===== config.mk =====
export PLATFORM = sky130hd
export DESIGN_NAME = fwtd_dispatch
export DESIGN_NICKNAME = d
export VERILOG_FILES = /design/src/fwtd_pkg.sv /design/src/fwtd_dispatch.sv
export VERILOG_INCLUDE_DIRS = /design/src /design/src/src
export SDC_FILE = /design/constraint.sdc
export NUM_CORES = 1
export LEC_CHECK = 0
export ABC_AREA = 1
export BUFFER_PORTS_ARGS = -buffer_cell sky130_fd_sc_hd__buf_2
export CAP_MARGIN = 10
export CORE_AREA = 2 2 278 280
export DETAILED_ROUTE_END_ITERATION = 12
export DIE_AREA = 0 0 280 282
export PLACE_DENSITY = 0.56
export SLEW_MARGIN = 25
export SYNTH_ARGS = -nofsm -noshare
export SYNTH_HDL_FRONTEND = slang
export SYNTH_SLANG_ARGS = --single-unit
export TNS_END_PERCENT = 50

===== constraint.sdc =====
create_clock -name aclk -period 3.4 [get_ports aclk]
set_input_delay 0.34 -clock aclk [delete_from_list [all_inputs] [get_ports aclk]]
set_output_delay 0.34 -clock aclk [all_outputs]
set_load 0.05 [all_outputs]

===== src/fwtd_consts.svh =====
/*
  Constants of the firmware trap dispatch block: register offsets,
  field positions, reset values, opcodes, vector layout and cycle counts.
  Assumes inclusion by bare name from the design file.
*/
`ifndef FWTD_CONSTS_SVH
`define FWTD_CONSTS_SVH
// ----------------------------------------------------------------
// Register offsets (byte addresses) and reset values
// ----------------------------------------------------------------
`define FWTD_OFS_BASE_LO   8'h00
`define FWTD_OFS_BASE_HI   8'h04
`define FWTD_OFS_CTRL      8'h08
`define FWTD_OFS_STATUS    8'h0c
`define FWTD_OFS_EXC_LO    8'h10
`define FWTD_OFS_EXC_HI    8'h14
`define FWTD_RST_BASE      64'h0000_0000_0000_0000
`define FWTD_RST_CTRL      8'h00
`define FWTD_RST_EXC       64'h0000_0000_0000_0001
`define FWTD_BASE_LSB      14
// Control fields
`define FWTD_CTRL_KRAW     0
`define FWTD_CTRL_FPE      1
`define FWTD_CTRL_CM       3:2
`define FWTD_CTRL_DCM      5:4
`define FWTD_CTRL_ALTM     7:6
`define FWTD_MODE_KERNEL   2'h0
// ----------------------------------------------------------------
// Opcodes and instruction fields
// ----------------------------------------------------------------
`define FWTD_OP_CALL       6'h00
`define FWTD_OP_RLD        6'h1b
`define FWTD_OP_RST        6'h1f
`define FWTD_OP_RET        6'h1e
`define FWTD_OP_IRD        6'h19
`define FWTD_OP_IWR        6'h1d
`define FWTD_FN_PRIV_MAX   8'h3f
`define FWTD_FN_ILL_LO     8'h40
`define FWTD_FN_ILL_HI     8'h7f
`define FWTD_FN_MAX        8'hbf
`define FWTD_RET_PREFETCH  2'h2
`define FWTD_IPR_SLOW_BIT  8
// ----------------------------------------------------------------
// Trap vectors: index times step gives offsets 0000 to 0580
// ----------------------------------------------------------------
`define FWTD_NTRAP         12
`define FWTD_T_INTR        2
`define FWTD_T_ITBM        3
`define FWTD_T_DTBM        4
`define FWTD_T_ILLEGAL_OPCODE_TRAP      9
`define FWTD_T_FEN         11
// ----------------------------------------------------------------
// Cycle counts
// ----------------------------------------------------------------
`define FWTD_FLOW_MIN      2'h2
`endif


===== src/fwtd_pkg.sv =====
/*
  Types of the firmware trap dispatch block.
  Assumes fwtd_consts.svh is on the include path.
*/
package fwtd_pkg;
  typedef enum logic [1:0] {ST_IDLE, ST_BARRIER, ST_ISSUE, ST_FLOW} fwtd_state_t;
  // Raw memory access handed to the data stream
  typedef struct packed {
    logic        valid;
    logic        store;
    logic        physical_address_select;
    logic        chk_write;
    logic        quad;
    logic        lock_cond;
    logic        pte_fetch;
    logic [1:0]  mode;
    logic [4:0]  ra;
    logic [63:0] addr;
  } fwtd_raw_t;
  // Internal register transfer
  typedef struct packed {
    logic        valid;
    logic        write;
    logic [1:0]  latency;
    logic [4:0]  ra;
    logic [15:0] index;
  } fwtd_ipr_t;
  // Fetch redirect
  typedef struct packed {
    logic        valid;
    logic        prefetch;
    logic [63:0] pc;
  } fwtd_redir_t;
endpackage


===== src/fwtd_dispatch.sv =====
/*
  Firmware entry and privileged opcode decode inside the fetch/decode unit,
  with an AXI4-Lite register slave for base, control and return address.
  Assumes the pipeline holds instr_valid until fetch_stall is low, and
  reports pipe_empty when no older instruction can still trap.
*/
// Operation
// - bad call functions start illegal-opcode flow
// - call target built from base and function
// - call issues to pipe one after barrier
// - call saves next PC, pushes return stack
// - call takes four cycles at least
// - trap saves return PC, barrier; no replays
// - stack gets trap PC, later if imprecise
// - first eight trap vectors by priority
// - check, illegal, arithmetic, float vectors follow
// - sign error hides miss; icache miss swaps
// - float disabled or bad type traps
// - decode the five privileged opcodes
// - privileged opcodes illegal outside firmware mode, except in kernel mode with KRAW set
// - physical skips checks; alternate mode selectable
// - write check adds write faults
// - base plus 10-bit displacement, no alignment
// - page table fetch checks in kernel
// - raw store pipe zero, conditional, zero bits
// - return jumps to saved address, pipe one
// - return prefetch or stall variant
// - read latency one or two cycles
// - firmware base held in register
// - firmware mode masks interrupts
`timescale 1ns/1ps
`include "fwtd_consts.svh"
module fwtd_dispatch (
  input  wire logic                 aclk,          // Core clock
  input  wire logic                 aresetn,       // Synchronous reset, low
  input  wire logic [7:0]           s_axi_awaddr,  // Write address
  input  wire logic                 s_axi_awvalid, // Write address valid
  output logic                      s_axi_awready, // Write address ready
  input  wire logic [31:0]          s_axi_wdata,   // Write data
  input  wire logic [3:0]           s_axi_wstrb,   // Byte enables
  input  wire logic                 s_axi_wvalid,  // Write data valid
  output logic                      s_axi_wready,  // Write data ready
  output logic [1:0]                s_axi_bresp,   // Write response
  output logic                      s_axi_bvalid,  // Write response valid
  input  wire logic                 s_axi_bready,  // Response accepted
  input  wire logic [7:0]           s_axi_araddr,  // Read address
  input  wire logic                 s_axi_arvalid, // Read address valid
  output logic                      s_axi_arready, // Read address ready
  output logic [31:0]               s_axi_rdata,   // Read data
  output logic [1:0]                s_axi_rresp,   // Read response
  output logic                      s_axi_rvalid,  // Read data valid
  input  wire logic                 s_axi_rready,  // Read accepted
  input  wire logic                 instr_valid,   // Decode slot holds an instruction
  input  wire logic [31:0]          instr_word,    // Instruction bits
  input  wire logic [63:0]          instr_pc,      // Its PC
  input  wire logic [63:0]          instr_rb_val,  // Base register value
  input  wire logic                 instr_fp,      // Float load, store or operate
  input  wire logic                 instr_fp_std,  // Standard float operate
  input  wire logic [1:0]           instr_fp_type, // 0 S, 1 T, 2 Q, 3 other
  input  wire logic [11:0]          trap_req,      // Hardware trap requests by index
  input  wire logic                 trap_precise,  // Trap is precise
  input  wire logic [63:0]          trap_pc,       // Trapping instruction PC
  input  wire logic [63:0]          trap_ret_pc,   // Return PC for the trap
  input  wire logic                 dsign_err,     // Data address sign error
  input  wire logic                 icache_miss,   // Instruction cache miss
  input  wire logic                 pipe_empty,    // No older op can trap
  output logic                      fetch_stall,   // Fetch/decode held
  output logic                      firmware_mode, // Firmware mode flag
  output logic                      issue_pipe_one,// Call or return issued to pipe one
  output logic                      raw_pipe_zero, // Raw store or conditional load slotted to pipe zero
  output logic                      ras_push,      // Push return stack
  output logic [63:0]               ras_push_pc,   // Pushed PC
  output logic [63:0]               exc_ret_addr,  // exception_return_address
  output fwtd_pkg::fwtd_redir_t     redirect,      // Fetch redirect
  output fwtd_pkg::fwtd_raw_t       raw_op,        // Raw load or store
  output fwtd_pkg::fwtd_ipr_t       ipr_op         // Internal register access
);
  // ----------------------------------------------------------------
  // State
  // ----------------------------------------------------------------
  fwtd_pkg::fwtd_state_t state, next_state;
  logic [1:0]            cnt, next_cnt;
  logic [63:0]           target, next_target;
  logic                  is_call, next_is_call;
  logic [3:0]            last_vec, next_last_vec;
  logic                  next_fetch_stall, next_fw_mode, next_issue, next_pz;
  logic                  next_ras_push;
  logic [63:0]           next_ras_pc, next_exc, next_exc_all;
  fwtd_pkg::fwtd_redir_t next_redirect;
  fwtd_pkg::fwtd_raw_t   next_raw;
  fwtd_pkg::fwtd_ipr_t   next_ipr;
  logic [63:0]           base, next_base;
  logic [7:0]            ctrl, next_ctrl;
  // Bus side
  logic                  aw_hold, w_hold, next_aw_hold, next_w_hold;
  logic [7:0]            aw_q, next_aw_q;
  logic [31:0]           w_q, next_w_q;
  logic [3:0]            s_q, next_s_q;
  logic                  next_bvalid, next_rvalid;
  logic [1:0]            next_bresp, next_rresp;
  logic [31:0]           next_rdata, rd_mux;
  logic                  rd_ok;
  // Decode helpers
  logic [5:0]            opc;
  logic [7:0]            fn;
  logic                  kernel, priv_ok, call_bad, fen_hit, ill_hit;
  logic [11:0]           req;
  logic                  any_req;
  logic [3:0]            vec;

  // Byte-lane merge of a bus write into one word
  function automatic logic [31:0] merge(input logic [31:0] old, input logic [31:0] nw,
                                        input logic [3:0] st);
    logic [31:0] r;
    r = old;
    for (int i = 0; i < 4; i++) begin
      if (st[i]) begin
        r[i*8 +: 8] = nw[i*8 +: 8];
      end
    end
    return r;
  endfunction

  // ----------------------------------------------------------------
  // Decode and trap selection
  // ----------------------------------------------------------------
  // Internal illegal and float traps join the hardware requests so a
  // single priority encoder chooses the entry point
  always_comb begin
    opc     = instr_word[31:26];
    fn      = instr_word[7:0];
    kernel  = ctrl[`FWTD_CTRL_CM] == `FWTD_MODE_KERNEL;
    priv_ok = firmware_mode || (kernel && ctrl[`FWTD_CTRL_KRAW]);
    call_bad = (fn >= `FWTD_FN_ILL_LO && fn <= `FWTD_FN_ILL_HI) || (fn > `FWTD_FN_MAX)
               || (fn <= `FWTD_FN_PRIV_MAX && !kernel);
    fen_hit = (instr_fp && !ctrl[`FWTD_CTRL_FPE])
              || (instr_fp_std && instr_fp_type == 2'h3);
    ill_hit = 1'b0;
    case (opc)
      `FWTD_OP_CALL: ill_hit = call_bad;
      `FWTD_OP_RLD:  ill_hit = !priv_ok;
      `FWTD_OP_RST:  ill_hit = !priv_ok || instr_word[13] || instr_word[11];
      `FWTD_OP_RET:  ill_hit = !priv_ok || instr_word[13:0] != 14'h0000
                               || !instr_word[15];
      `FWTD_OP_IRD, `FWTD_OP_IWR:
        ill_hit = !priv_ok || instr_word[25:21] != instr_word[20:16];
      default:       ill_hit = 1'b0;
    endcase
    req = trap_req;
    if (instr_valid) begin
      req[`FWTD_T_ILLEGAL_OPCODE_TRAP] = req[`FWTD_T_ILLEGAL_OPCODE_TRAP] | ill_hit;
      req[`FWTD_T_FEN]    = req[`FWTD_T_FEN] | (fen_hit & !ill_hit);
    end
    if (firmware_mode) begin
      req[`FWTD_T_INTR] = 1'b0;
    end
    if (dsign_err) begin
      req[`FWTD_T_DTBM] = 1'b0;
    end
    if (icache_miss && req[`FWTD_T_ITBM]) begin
      req[`FWTD_T_INTR] = 1'b0;
    end
    any_req = |req;
    vec = 4'h0;
    for (int i = `FWTD_NTRAP - 1; i >= 0; i--) begin
      if (req[i]) begin
        vec = 4'(i);
      end
    end
  end

  // ----------------------------------------------------------------
  // Dispatch sequencer
  // ----------------------------------------------------------------
  // Calls and traps share barrier, issue and flow; fetch stalls throughout
  always_comb begin
    next_state    = state;
    next_cnt      = cnt;
    next_target   = target;
    next_is_call  = is_call;
    next_last_vec = last_vec;
    next_fw_mode  = firmware_mode;
    next_issue    = 1'b0;
    next_pz       = 1'b0;
    next_ras_push = 1'b0;
    next_ras_pc   = ras_push_pc;
    next_exc      = exc_ret_addr;
    next_redirect = '0;
    next_raw      = '0;
    next_ipr      = '0;
    case (state)
      fwtd_pkg::ST_IDLE: begin
        if (any_req && !fetch_stall) begin
          next_is_call  = 1'b0;
          next_last_vec = vec;
          next_target   = {base[63:`FWTD_BASE_LSB], 3'h0, vec, 6'h00, 1'b1};
          next_ras_push = 1'b1;
          if (trap_req[vec]) begin
            next_exc    = trap_ret_pc;
            next_ras_pc = trap_precise ? trap_pc : trap_ret_pc;
          end else begin
            next_exc    = instr_pc;
            next_ras_pc = instr_pc;
          end
          next_state = fwtd_pkg::ST_BARRIER;
        end else if (instr_valid && !fetch_stall) begin
          case (opc)
            `FWTD_OP_CALL: begin
              next_is_call  = 1'b1;
              next_target   = {base[63:`FWTD_BASE_LSB], 1'b1, fn[7], fn[5:0],
                               5'h00, 1'b1};
              next_exc      = instr_pc + 64'h4;
              next_ras_pc   = instr_pc + 64'h4;
              next_ras_push = 1'b1;
              next_state    = fwtd_pkg::ST_BARRIER;
            end
            `FWTD_OP_RLD, `FWTD_OP_RST: begin
              next_raw.valid     = 1'b1;
              next_raw.store     = opc == `FWTD_OP_RST;
              next_raw.physical_address_select      = instr_word[15];
              next_raw.chk_write = opc == `FWTD_OP_RLD && instr_word[13];
              next_raw.quad      = instr_word[12];
              next_raw.pte_fetch = opc == `FWTD_OP_RLD && instr_word[11];
              next_raw.lock_cond = instr_word[10];
              next_raw.ra        = instr_word[25:21];
              next_raw.addr      = instr_rb_val
                                   + {{54{instr_word[9]}}, instr_word[9:0]};
              if (next_raw.pte_fetch) begin
                next_raw.mode = `FWTD_MODE_KERNEL;
              end else if (instr_word[14]) begin
                next_raw.mode = ctrl[`FWTD_CTRL_ALTM];
              end else begin
                next_raw.mode = ctrl[`FWTD_CTRL_DCM];
              end
              next_pz = opc == `FWTD_OP_RST || instr_word[10];
            end
            `FWTD_OP_RET: begin
              next_redirect.valid    = 1'b1;
              next_redirect.pc       = exc_ret_addr;
              next_redirect.prefetch = instr_word[15:14] == `FWTD_RET_PREFETCH;
              next_fw_mode           = exc_ret_addr[0];
              next_issue             = 1'b1;
            end
            `FWTD_OP_IRD, `FWTD_OP_IWR: begin
              next_ipr.valid   = 1'b1;
              next_ipr.write   = opc == `FWTD_OP_IWR;
              next_ipr.ra      = instr_word[25:21];
              next_ipr.index   = instr_word[15:0];
              next_ipr.latency = instr_word[`FWTD_IPR_SLOW_BIT] ? 2'h2 : 2'h1;
            end
            default: begin
            end
          endcase
        end
      end
      fwtd_pkg::ST_BARRIER: begin
        if (pipe_empty) begin
          next_state = fwtd_pkg::ST_ISSUE;
        end
      end
      fwtd_pkg::ST_ISSUE: begin
        next_issue          = is_call;
        next_redirect.valid = 1'b1;
        next_redirect.pc    = target;
        next_fw_mode        = 1'b1;
        next_cnt            = `FWTD_FLOW_MIN - 2'h1;
        next_state          = fwtd_pkg::ST_FLOW;
      end
      fwtd_pkg::ST_FLOW: begin
        next_cnt = cnt - 2'h1;
        if (cnt == 2'h0) begin
          next_state = fwtd_pkg::ST_IDLE;
        end
      end
      default: next_state = fwtd_pkg::ST_IDLE;
    endcase
    next_fetch_stall = next_state != fwtd_pkg::ST_IDLE
                       || (next_redirect.valid && !next_redirect.prefetch
                           && state == fwtd_pkg::ST_IDLE);
  end

  // Sequencer registers; reset enters firmware mode as after power-up
  always_ff @(posedge aclk) begin
    if (!aresetn) begin
      state          <= fwtd_pkg::ST_IDLE;
      cnt            <= 2'h0;
      target         <= 64'h0;
      is_call        <= 1'b0;
      last_vec       <= 4'h0;
      fetch_stall    <= 1'b0;
      firmware_mode  <= 1'b1;
      issue_pipe_one <= 1'b0;
      raw_pipe_zero  <= 1'b0;
      ras_push       <= 1'b0;
      ras_push_pc    <= 64'h0;
      redirect       <= '0;
      raw_op         <= '0;
      ipr_op         <= '0;
    end else begin
      state          <= next_state;
      cnt            <= next_cnt;
      target         <= next_target;
      is_call        <= next_is_call;
      last_vec       <= next_last_vec;
      fetch_stall    <= next_fetch_stall;
      firmware_mode  <= next_fw_mode;
      issue_pipe_one <= next_issue;
      raw_pipe_zero  <= next_pz;
      ras_push       <= next_ras_push;
      ras_push_pc    <= next_ras_pc;
      redirect       <= next_redirect;
      raw_op         <= next_raw;
      ipr_op         <= next_ipr;
    end
  end

  // ----------------------------------------------------------------
  // AXI4-Lite register slave
  // ----------------------------------------------------------------
  // Read mux; unmapped offsets answer SLVERR with zero data
  always_comb begin
    rd_ok  = 1'b1;
    rd_mux = 32'h0;
    case (s_axi_araddr)
      `FWTD_OFS_BASE_LO: rd_mux = {base[31:`FWTD_BASE_LSB], 14'h0000};
      `FWTD_OFS_BASE_HI: rd_mux = base[63:32];
      `FWTD_OFS_CTRL:    rd_mux = {24'h0, ctrl};
      `FWTD_OFS_STATUS:  rd_mux = {23'h0, fetch_stall, last_vec, 3'h0, firmware_mode};
      `FWTD_OFS_EXC_LO:  rd_mux = exc_ret_addr[31:0];
      `FWTD_OFS_EXC_HI:  rd_mux = exc_ret_addr[63:32];
      default:           rd_ok  = 1'b0;
    endcase
  end

  // Address and data are latched independently; a hardware update of the
  // return address wins over a bus write in the same cycle
  always_comb begin
    next_aw_hold = aw_hold;
    next_w_hold  = w_hold;
    next_aw_q    = aw_q;
    next_w_q     = w_q;
    next_s_q     = s_q;
    next_bvalid  = s_axi_bvalid && !s_axi_bready;
    next_bresp   = s_axi_bresp;
    next_rvalid  = s_axi_rvalid && !s_axi_rready;
    next_rresp   = s_axi_rresp;
    next_rdata   = s_axi_rdata;
    next_base    = base;
    next_ctrl    = ctrl;
    next_exc_all = exc_ret_addr;
    if (s_axi_awvalid && s_axi_awready) begin
      next_aw_hold = 1'b1;
      next_aw_q    = s_axi_awaddr;
    end
    if (s_axi_wvalid && s_axi_wready) begin
      next_w_hold = 1'b1;
      next_w_q    = s_axi_wdata;
      next_s_q    = s_axi_wstrb;
    end
    if (aw_hold && w_hold && !s_axi_bvalid) begin
      next_aw_hold = 1'b0;
      next_w_hold  = 1'b0;
      next_bvalid  = 1'b1;
      next_bresp   = 2'h0;
      case (aw_q)
        `FWTD_OFS_BASE_LO: next_base[31:0]  = merge(base[31:0], w_q, s_q);
        `FWTD_OFS_BASE_HI: next_base[63:32] = merge(base[63:32], w_q, s_q);
        `FWTD_OFS_CTRL:    next_ctrl = s_q[0] ? w_q[7:0] : ctrl;
        `FWTD_OFS_STATUS:  next_bresp = 2'h0;
        `FWTD_OFS_EXC_LO:  next_exc_all[31:0]  = merge(exc_ret_addr[31:0], w_q, s_q);
        `FWTD_OFS_EXC_HI:  next_exc_all[63:32] = merge(exc_ret_addr[63:32], w_q, s_q);
        default:           next_bresp = 2'h2;
      endcase
    end
    if (next_ras_push) begin
      next_exc_all = next_exc;
    end
    next_base[`FWTD_BASE_LSB-1:0] = 14'h0000;
    if (s_axi_arvalid && s_axi_arready) begin
      next_rvalid = 1'b1;
      next_rdata  = rd_mux;
      next_rresp  = rd_ok ? 2'h0 : 2'h2;
    end
  end

  // Bus and register flops
  always_ff @(posedge aclk) begin
    if (!aresetn) begin
      aw_hold       <= 1'b0;
      w_hold        <= 1'b0;
      aw_q          <= 8'h00;
      w_q           <= 32'h0;
      s_q           <= 4'h0;
      s_axi_awready <= 1'b0;
      s_axi_wready  <= 1'b0;
      s_axi_bvalid  <= 1'b0;
      s_axi_bresp   <= 2'h0;
      s_axi_arready <= 1'b0;
      s_axi_rvalid  <= 1'b0;
      s_axi_rresp   <= 2'h0;
      s_axi_rdata   <= 32'h0;
      base          <= `FWTD_RST_BASE;
      ctrl          <= `FWTD_RST_CTRL;
      exc_ret_addr  <= `FWTD_RST_EXC;
    end else begin
      aw_hold       <= next_aw_hold;
      w_hold        <= next_w_hold;
      aw_q          <= next_aw_q;
      w_q           <= next_w_q;
      s_q           <= next_s_q;
      s_axi_awready <= !next_aw_hold;
      s_axi_wready  <= !next_w_hold;
      s_axi_bvalid  <= next_bvalid;
      s_axi_bresp   <= next_bresp;
      s_axi_arready <= !next_rvalid;
      s_axi_rvalid  <= next_rvalid;
      s_axi_rresp   <= next_rresp;
      s_axi_rdata   <= next_rdata;
      base          <= next_base;
      ctrl          <= next_ctrl;
      exc_ret_addr  <= next_exc_all;
    end
  end
endmodule


==> results of run 1 <==
synthesized netlist by cell type, types with 4 or more instances:
library cell	instances
nand4_1	56
o22ai_1	18
a31oi_1	50
mux2_2	53
buf_6	5
nand3_1	188
a21oi_1	445
clkinv_1	6
ha_1	65
o211ai_1	13
o21ai_1	7
buf_4	12
nor3_2	5
nor4_1	18
a21boi_0	5
a211oi_1	42
nor3_1	49
nand2_1	758
xor2_1	46
a41oi_1	18
buf_1	9
a22oi_1	5
buf_2	38
inv_2	12
dfxtp_1	511
a22o_1	17
or2_0	7
o31ai_1	5
clkbuf_1	121
or2_2	6
o21ai_2	7
inv_1	398
xnor2_1	14
nor2_1	365
o21ai_0	304
o21bai_1	4
o21a_1	35
what timing repair did:
item	CTS	global route
setup endpoints to repair	0	111
buffers inserted	0	2
resized for setup	0	46
endpoints found under the hold margin	40	0
hold buffers	30	0
layer usage:
layer  global-route usage [%]  wire (microns)  up-vias
met5                        0             250        -
met4                     5.51            2110       38
met3                     6.59            9820      173
met2                     48.9           56400     1131
met1                     41.5           55700    13800
li1                         -               -    14400
power by group:
group | switching [mW] | leakage, nW | internal [mW] | total, mW
Sequential | 0.711 | 4.16 | 6.66 | 7.37
Combinational | 5.36 | 11.4 | 2.23 | 7.59
Clock | 2.74 | 0.909 | 3.53 | 6.27
Total | 8.82 | 16.5 | 12.4 | 21.2
metrics by stage:
| step | util (%) | hold slack, ps | worst slack [ps] | instance area [sq um] | power (mW) |
|---|---|---|---|---|---|
| floorplan | - | 412 | 456 | 26500 | 11.8 |
| global placement | 43.1 | 445 | -94.1 | 32600 | 14.8 |
| detailed placement | 43.1 | 454 | -124 | 32600 | 14.8 |
| CTS | 46.0 | 3.51 | 18.7 | 34800 | 21.1 |
| global route | 46.4 | 26.3 | -23.6 | 35100 | 22.2 |
| finish | 46.4 | 28.7 | 206 | 35100 | 21.2 |
cells by family after synthesis:
family / share of synthesized area [%]
simple gates: 23.8
fa+ha+maj: 3.15
buf+inv: 9.04
flops: 38.7
compound gates: 21.1
xor+xnor: 1.99
other cells: 0.0142
mux: 2.33
worst max-delay path by stage:
stage	start	to	slack, ps
2_1_floorplan	instr_word[0]	raw_op[58]$_SDFF_PP0_	460
3_3_place_gp	instr_word[0]	raw_op[56]$_SDFF_PP0_	-90
3_5_place_dp	instr_word[0]	raw_op[56]$_SDFF_PP0_	-120
4_1_cts	ctrl[2]$_SDFFE_PN0P_	ras_push_pc[58]$_SDFFE_PN0P_	20
5_1_grt	instr_word[10]	exc_ret_addr[32]$_SDFFE_PN0P_	-20
6_report	instr_word[10]	exc_ret_addr[32]$_SDFFE_PN0P_	210
state kept, by name, summed over array words and instances, names as in the netlist, 2 cells and up:
signal	flops
aw_q	8
ras_push_pc	64
cnt	2
ipr_op	24
state	2
raw_op	78
exc_ret_addr	64
base	50
ctrl	8
last_vec	4
w_q	32
s_q	4
s_axi_rdata	32
target	59
redirect	66
worst min-delay path: cells and delay by family:
kind / cells / cell delay (ps)
buf+inv: 1 / 100
compound gates: 2 / 180
final cells by class:
cell class	count	share of cell area, %
multi-input combinational	2656	39.9
sequential	511	29.1
antenna	14	0.0998
inverter	417	4.49
clock buffer	79	4.67
tap	978	3.48
clock inverter	22	0.666
timing repair buffer	987	17.6
==> results_dict.tcl, run 1 <==
set metrics [dict create \
    status "finished clean" \
    synth.avg_cell_area_sq_um 7.02 \
    seq_area_frac_synth_pct 38.7 \
    grt_max_degree 101 \
    postRouteAntennaNets 0 \
    place.gp.congestion 0.972 \
    htreeDepth 2 \
    cp_top_family "simple AND/OR/NAND/NOR gates" \
    first_pass_iters 5 \
    rsz0062_at_grt "true" \
    endpoint_kind "register" \
    core_sq_um 75700 \
    synth_top_area_share_pct 38.7 \
    die_area_sq_um 79000 \
    synthTopCellsByArea "dfxtp_1 39%, nand2_1 11%, a21oi_1 8.4%, o21ai_0 5.8%, inv_1 5.6%" \
    hp-class "input port to register" \
    cts_tree "yes" \
    drc 0 \
    slowest_delay_ps 540 \
    yosysUniqueCellTypes 65 \
    cts.path.max_buffers 3 \
    ys_ff_latch 511 \
    cp_slowest_cell "dlygate4sd3_1" \
    routed-via-count 29500 \
    yosys.area.top_type "dfxtp_1" \
    grt.total_usage_pct 30.2 \
    min_from "s_axi_wdata[19]" \
    tightest_slew_ps 903 \
    hold_end "w_q[19]$_SDFFE_PN0P_" \
    r2r_slack_ps 230 \
    regToRegEndpoint "exc_ret_addr[32]$_SDFFE_PN0P_" \
    cp.required_ps 3920 \
    overflow 0 \
    initialDrtViolationCount 2469 \
    via_per_inst 5.21 \
    syn_inst 3768 \
    synth_area_sq_um 26500 \
    ios 711 \
    p_per_area_nw_per_um2 605 \
    start_kind "input port" \
    die_w_microns 280 \
    criticalPathCategory "input port to register" \
    mostFrequentLayoutCells "752 x nand2_1, 706 x buf_2, 511 x dfxtp_1, 441 x a21oi_1, 397 x inv_1" \
    cp.arrival_ps 3720 \
    power.leakage_nw 16.5 \
    start_util_pct 35.0 \
    dominantRegCellSynth "dfxtp_1" \
    dp.cells 5515 \
    worst-path-buf-inv 4 \
    relSlewSlack_pct 39.7 \
    setup_viol 0 \
    area_growth_syn_to_layout_pct 32.7 \
    finalHoldViolCount 0 \
    worst-path-stages 30 \
    crit_top_cell "nand2_1" \
    period_minus_slack_ps 3190 \
    post-route-period-util_pct 93.9 \
    rr_startpoint "ctrl[3]$_SDFFE_PN0P_" \
    yosys_warnings 0 \
    drv_cap 0 \
    skew_ps 12.9 \
    cts.sinks 511 \
    drive_above_1_share_pct 25.5 \
    wl_per_cell_microns 21.9 \
    slew_violations 0 \
    clk_pin_slew_ps 70 \
    synth_edf_count 0 \
    root_buffer "clkbuf_16" \
    final_nets 5064 \
    io_buffer_count 708 \
    layout_commonest_cell "nand2_1" \
    multiInputGateArea_sq_um 14000 \
    cts_made_buffers 57 \
    fillCellCount 7946 \
    grt_pass1_vias 27600 \
    chipHeight_microns 282 \
    clk_latency_ps 630 \
    rows 101 \
    antenna_found_initial 33 \
    grt_pass1_wl_mm 180 \
    dpl.hpwl_mm 98.9 \
    max_freq_ghz 0.313 \
    r2r_cells 28 \
    regArea_sq_um 10200 \
    async_flop_share_pct 0 \
    holdPathStages 3 \
    final_cells 5664 \
    peakVddDrop_uv 488 \
    crit_fanout 25 \
    finalSetupTns_ps 0 \
    routed_wl_mm 124 \
]
No activity file was read; power rests on OpenSTA's default activity.
==> inputs of run 2 (changes only) <==
Settings changed: RECOVER_POWER set to 25.
==> run 2 against run 1 <==
Net effect:
- worst hold slack is essentially flat
- register-to-register slack gained 30 ps
- clock power is essentially flat
- count of clock-buffer cells in the layout is the same
- first-iteration DRC count grew 4.8%
- flip-flop and latch count is the same
- total power is essentially flat
- utilization shrank 0.27 points
- wire length is essentially flat
- clock skew shrank 2.2 ps
- design area shrank 0.59%
- critical path type unchanged
- largest cell class unchanged
- largest power group unchanged
==> results_dict.tcl, run 2 (synthesis results as in run 1) <==
set metrics [dict create \
    area_growth_syn_to_layout_pct 32.0 \
    final_nets 5064 \
    clk_latency_ps 630 \
    ios 711 \
    largest_reg_flops 78 \
    dpl.hpwl_mm 98.9 \
    rows 101 \
    cts.path.max_buffers 3 \
    timing.hold.ws_ps 28.7 \
    slew_violations 0 \
    timing.final.ws_setup_ps 226 \
    tightest_slew_ps 1220 \
    start_util_pct 35.0 \
    top_register "raw_op" \
    cp.arrival_ps 3690 \
    rsz0062_at_grt "true" \
    max_freq_ghz 0.315 \
    chipHeight_microns 282 \
    status "finished clean" \
    io_buffer_count 708 \
    criticalPathCategory "input port to register" \
    mostFrequentLayoutCells "753 x nand2_1, 545 x buf_2, 511 x dfxtp_1, 441 x a21oi_1, 397 x inv_1" \
    regArea_sq_um 10200 \
    cts.sinks 511 \
    antenna_found_initial 33 \
    setup_viol 0 \
    skew_ps 10.8 \
    via_per_inst 5.21 \
    htreeDepth 2 \
    die_w_microns 280 \
    initialDrtViolationCount 2588 \
    relSlewSlack_pct 18.9 \
    hp-class "input port to register" \
    post-route-period-util_pct 93.3 \
    routed-via-count 29500 \
    root_buffer "clkbuf_16" \
    cp.required_ps 3920 \
    fillCellCount 8031 \
    die_area_sq_um 79000 \
    placement.cell_area_sq_um 32600 \
    grt_pass1_vias 27600 \
    p_per_area_nw_per_um2 608 \
    layout_commonest_cell "nand2_1" \
    clk_pin_slew_ps 70 \
    postRouteAntennaNets 0 \
    finalSetupTns_ps 0 \
    drv_cap 0 \
    grt_pass1_wl_mm 180 \
    finalHoldViolCount 0 \
    overflow 0 \
    utilization_pct 46.1 \
    drive_above_1_share_pct 22.0 \
    start_kind "input port" \
    routed_wl_mm 124 \
    cts_tree "yes" \
    endpoint_kind "register" \
    place.gp.congestion 0.972 \
    final_area_sq_um 34900 \
    peakVddDrop_uv 489 \
    grt_max_degree 101 \
    top_regs "raw_op: 78 flops, redirect: 66 flops" \
    multiInputGateArea_sq_um 14000 \
    wl_per_cell_microns 22.0 \
    core_sq_um 75700 \
    power.leakage_nw 15.8 \
    preCtsSetupSlack_ps -124 \
    cts_made_buffers 57 \
    grt.total_usage_pct 30.2 \
    crit_fanout 25 \
    first_pass_iters 6 \
    period_minus_slack_ps 3170 \
    drc 0 \
]
## run 2: changes by cell type in the layout (fill, tap and decap cells not counted), sizes merged
cell / change
clkbuf: +162
buf: -162
## run 2: area by class of cell
class	instances	share of cell area, %
inverters	417	4.51
clock inverters	22	0.670
repair buffers	987	17.1
clock buffers	79	4.70
well taps	978	3.50
multi-input cells	2656	40.1
flip-flops and latches	511	29.3
diodes	14	0.100
## run 2: repair_timing
| item | CTS | global route |
|---|---|---|
| gates resized for setup | 0 | 46 |
| endpoints found under the hold margin | 40 | 0 |
| buffers inserted | 0 | 2 |
| endpoints found under the setup margin | 0 | 111 |
| hold buffers | 30 | 0 |
## run 2: power by group
| group | internal, mW | switching (mW) | total, mW |
|---|---|---|---|
| registers | 6.66 | 0.711 | 7.37 |
| logic | 2.22 | 5.38 | 7.59 |
| clock network | 3.53 | 2.74 | 6.27 |
## run 2: metal layers
layer	GRT usage, %	up-vias	share of wire [%]
met1	41.5	13800	45
met3	6.59	172	7.7
met2	48.9	1089	45
met4	5.51	36	1.8
li1	-	14400	-
met5	0	-	0.19
## run 2: per-stage QoR
step / instances / power [mW]
after floorplan: 3769 / 11.8
after global placement: 5515 / 14.8
after detailed placement: 5515 / 14.8
after CTS: 5646 / 21.1
after global routing: 5652 / 22.2
final: 5664 / 21.2
## run 2: critical path, stage by stage
cell           delay, ps
dlygate4sd3_1        550
buf_2                140
xnor2_1              270
nand3_2              170
nand2_1               90
nand2_1               50
nand2_1               70
nand2_1               50
nand2_1               70
nand2_2               80
nand2_1               70
nand3_1               60
nand2_1               60
nand2_1               40
nand2_1               50
nand2_1              110
nand2_2              100
nand2_1               50
nand3_1               60
nand3_1              130
nand2_4              150
nand2_4               90
buf_12               180
nand3_1              130
nand3_2              110
buf_12               150
nand2_1              150
a21oi_1               80
## run 2: path summary, 6_finish.rpt
check / from / to / slack (ps) / cells after the start
worst max-delay path: instr_word[23] / exc_ret_addr[32]$_SDFFE_PN0P_ / 230 / 28
worst min-delay path: s_axi_wdata[19] / w_q[19]$_SDFFE_PN0P_ / 30 / 3
worst min register to register: ras_push_pc[1]$_SDFFE_PN0P_ / ras_push_pc[1]$_SDFFE_PN0P_ / 460 / 2
worst max register to register: ctrl[3]$_SDFFE_PN0P_ / exc_ret_addr[32]$_SDFFE_PN0P_ / 260 / 28
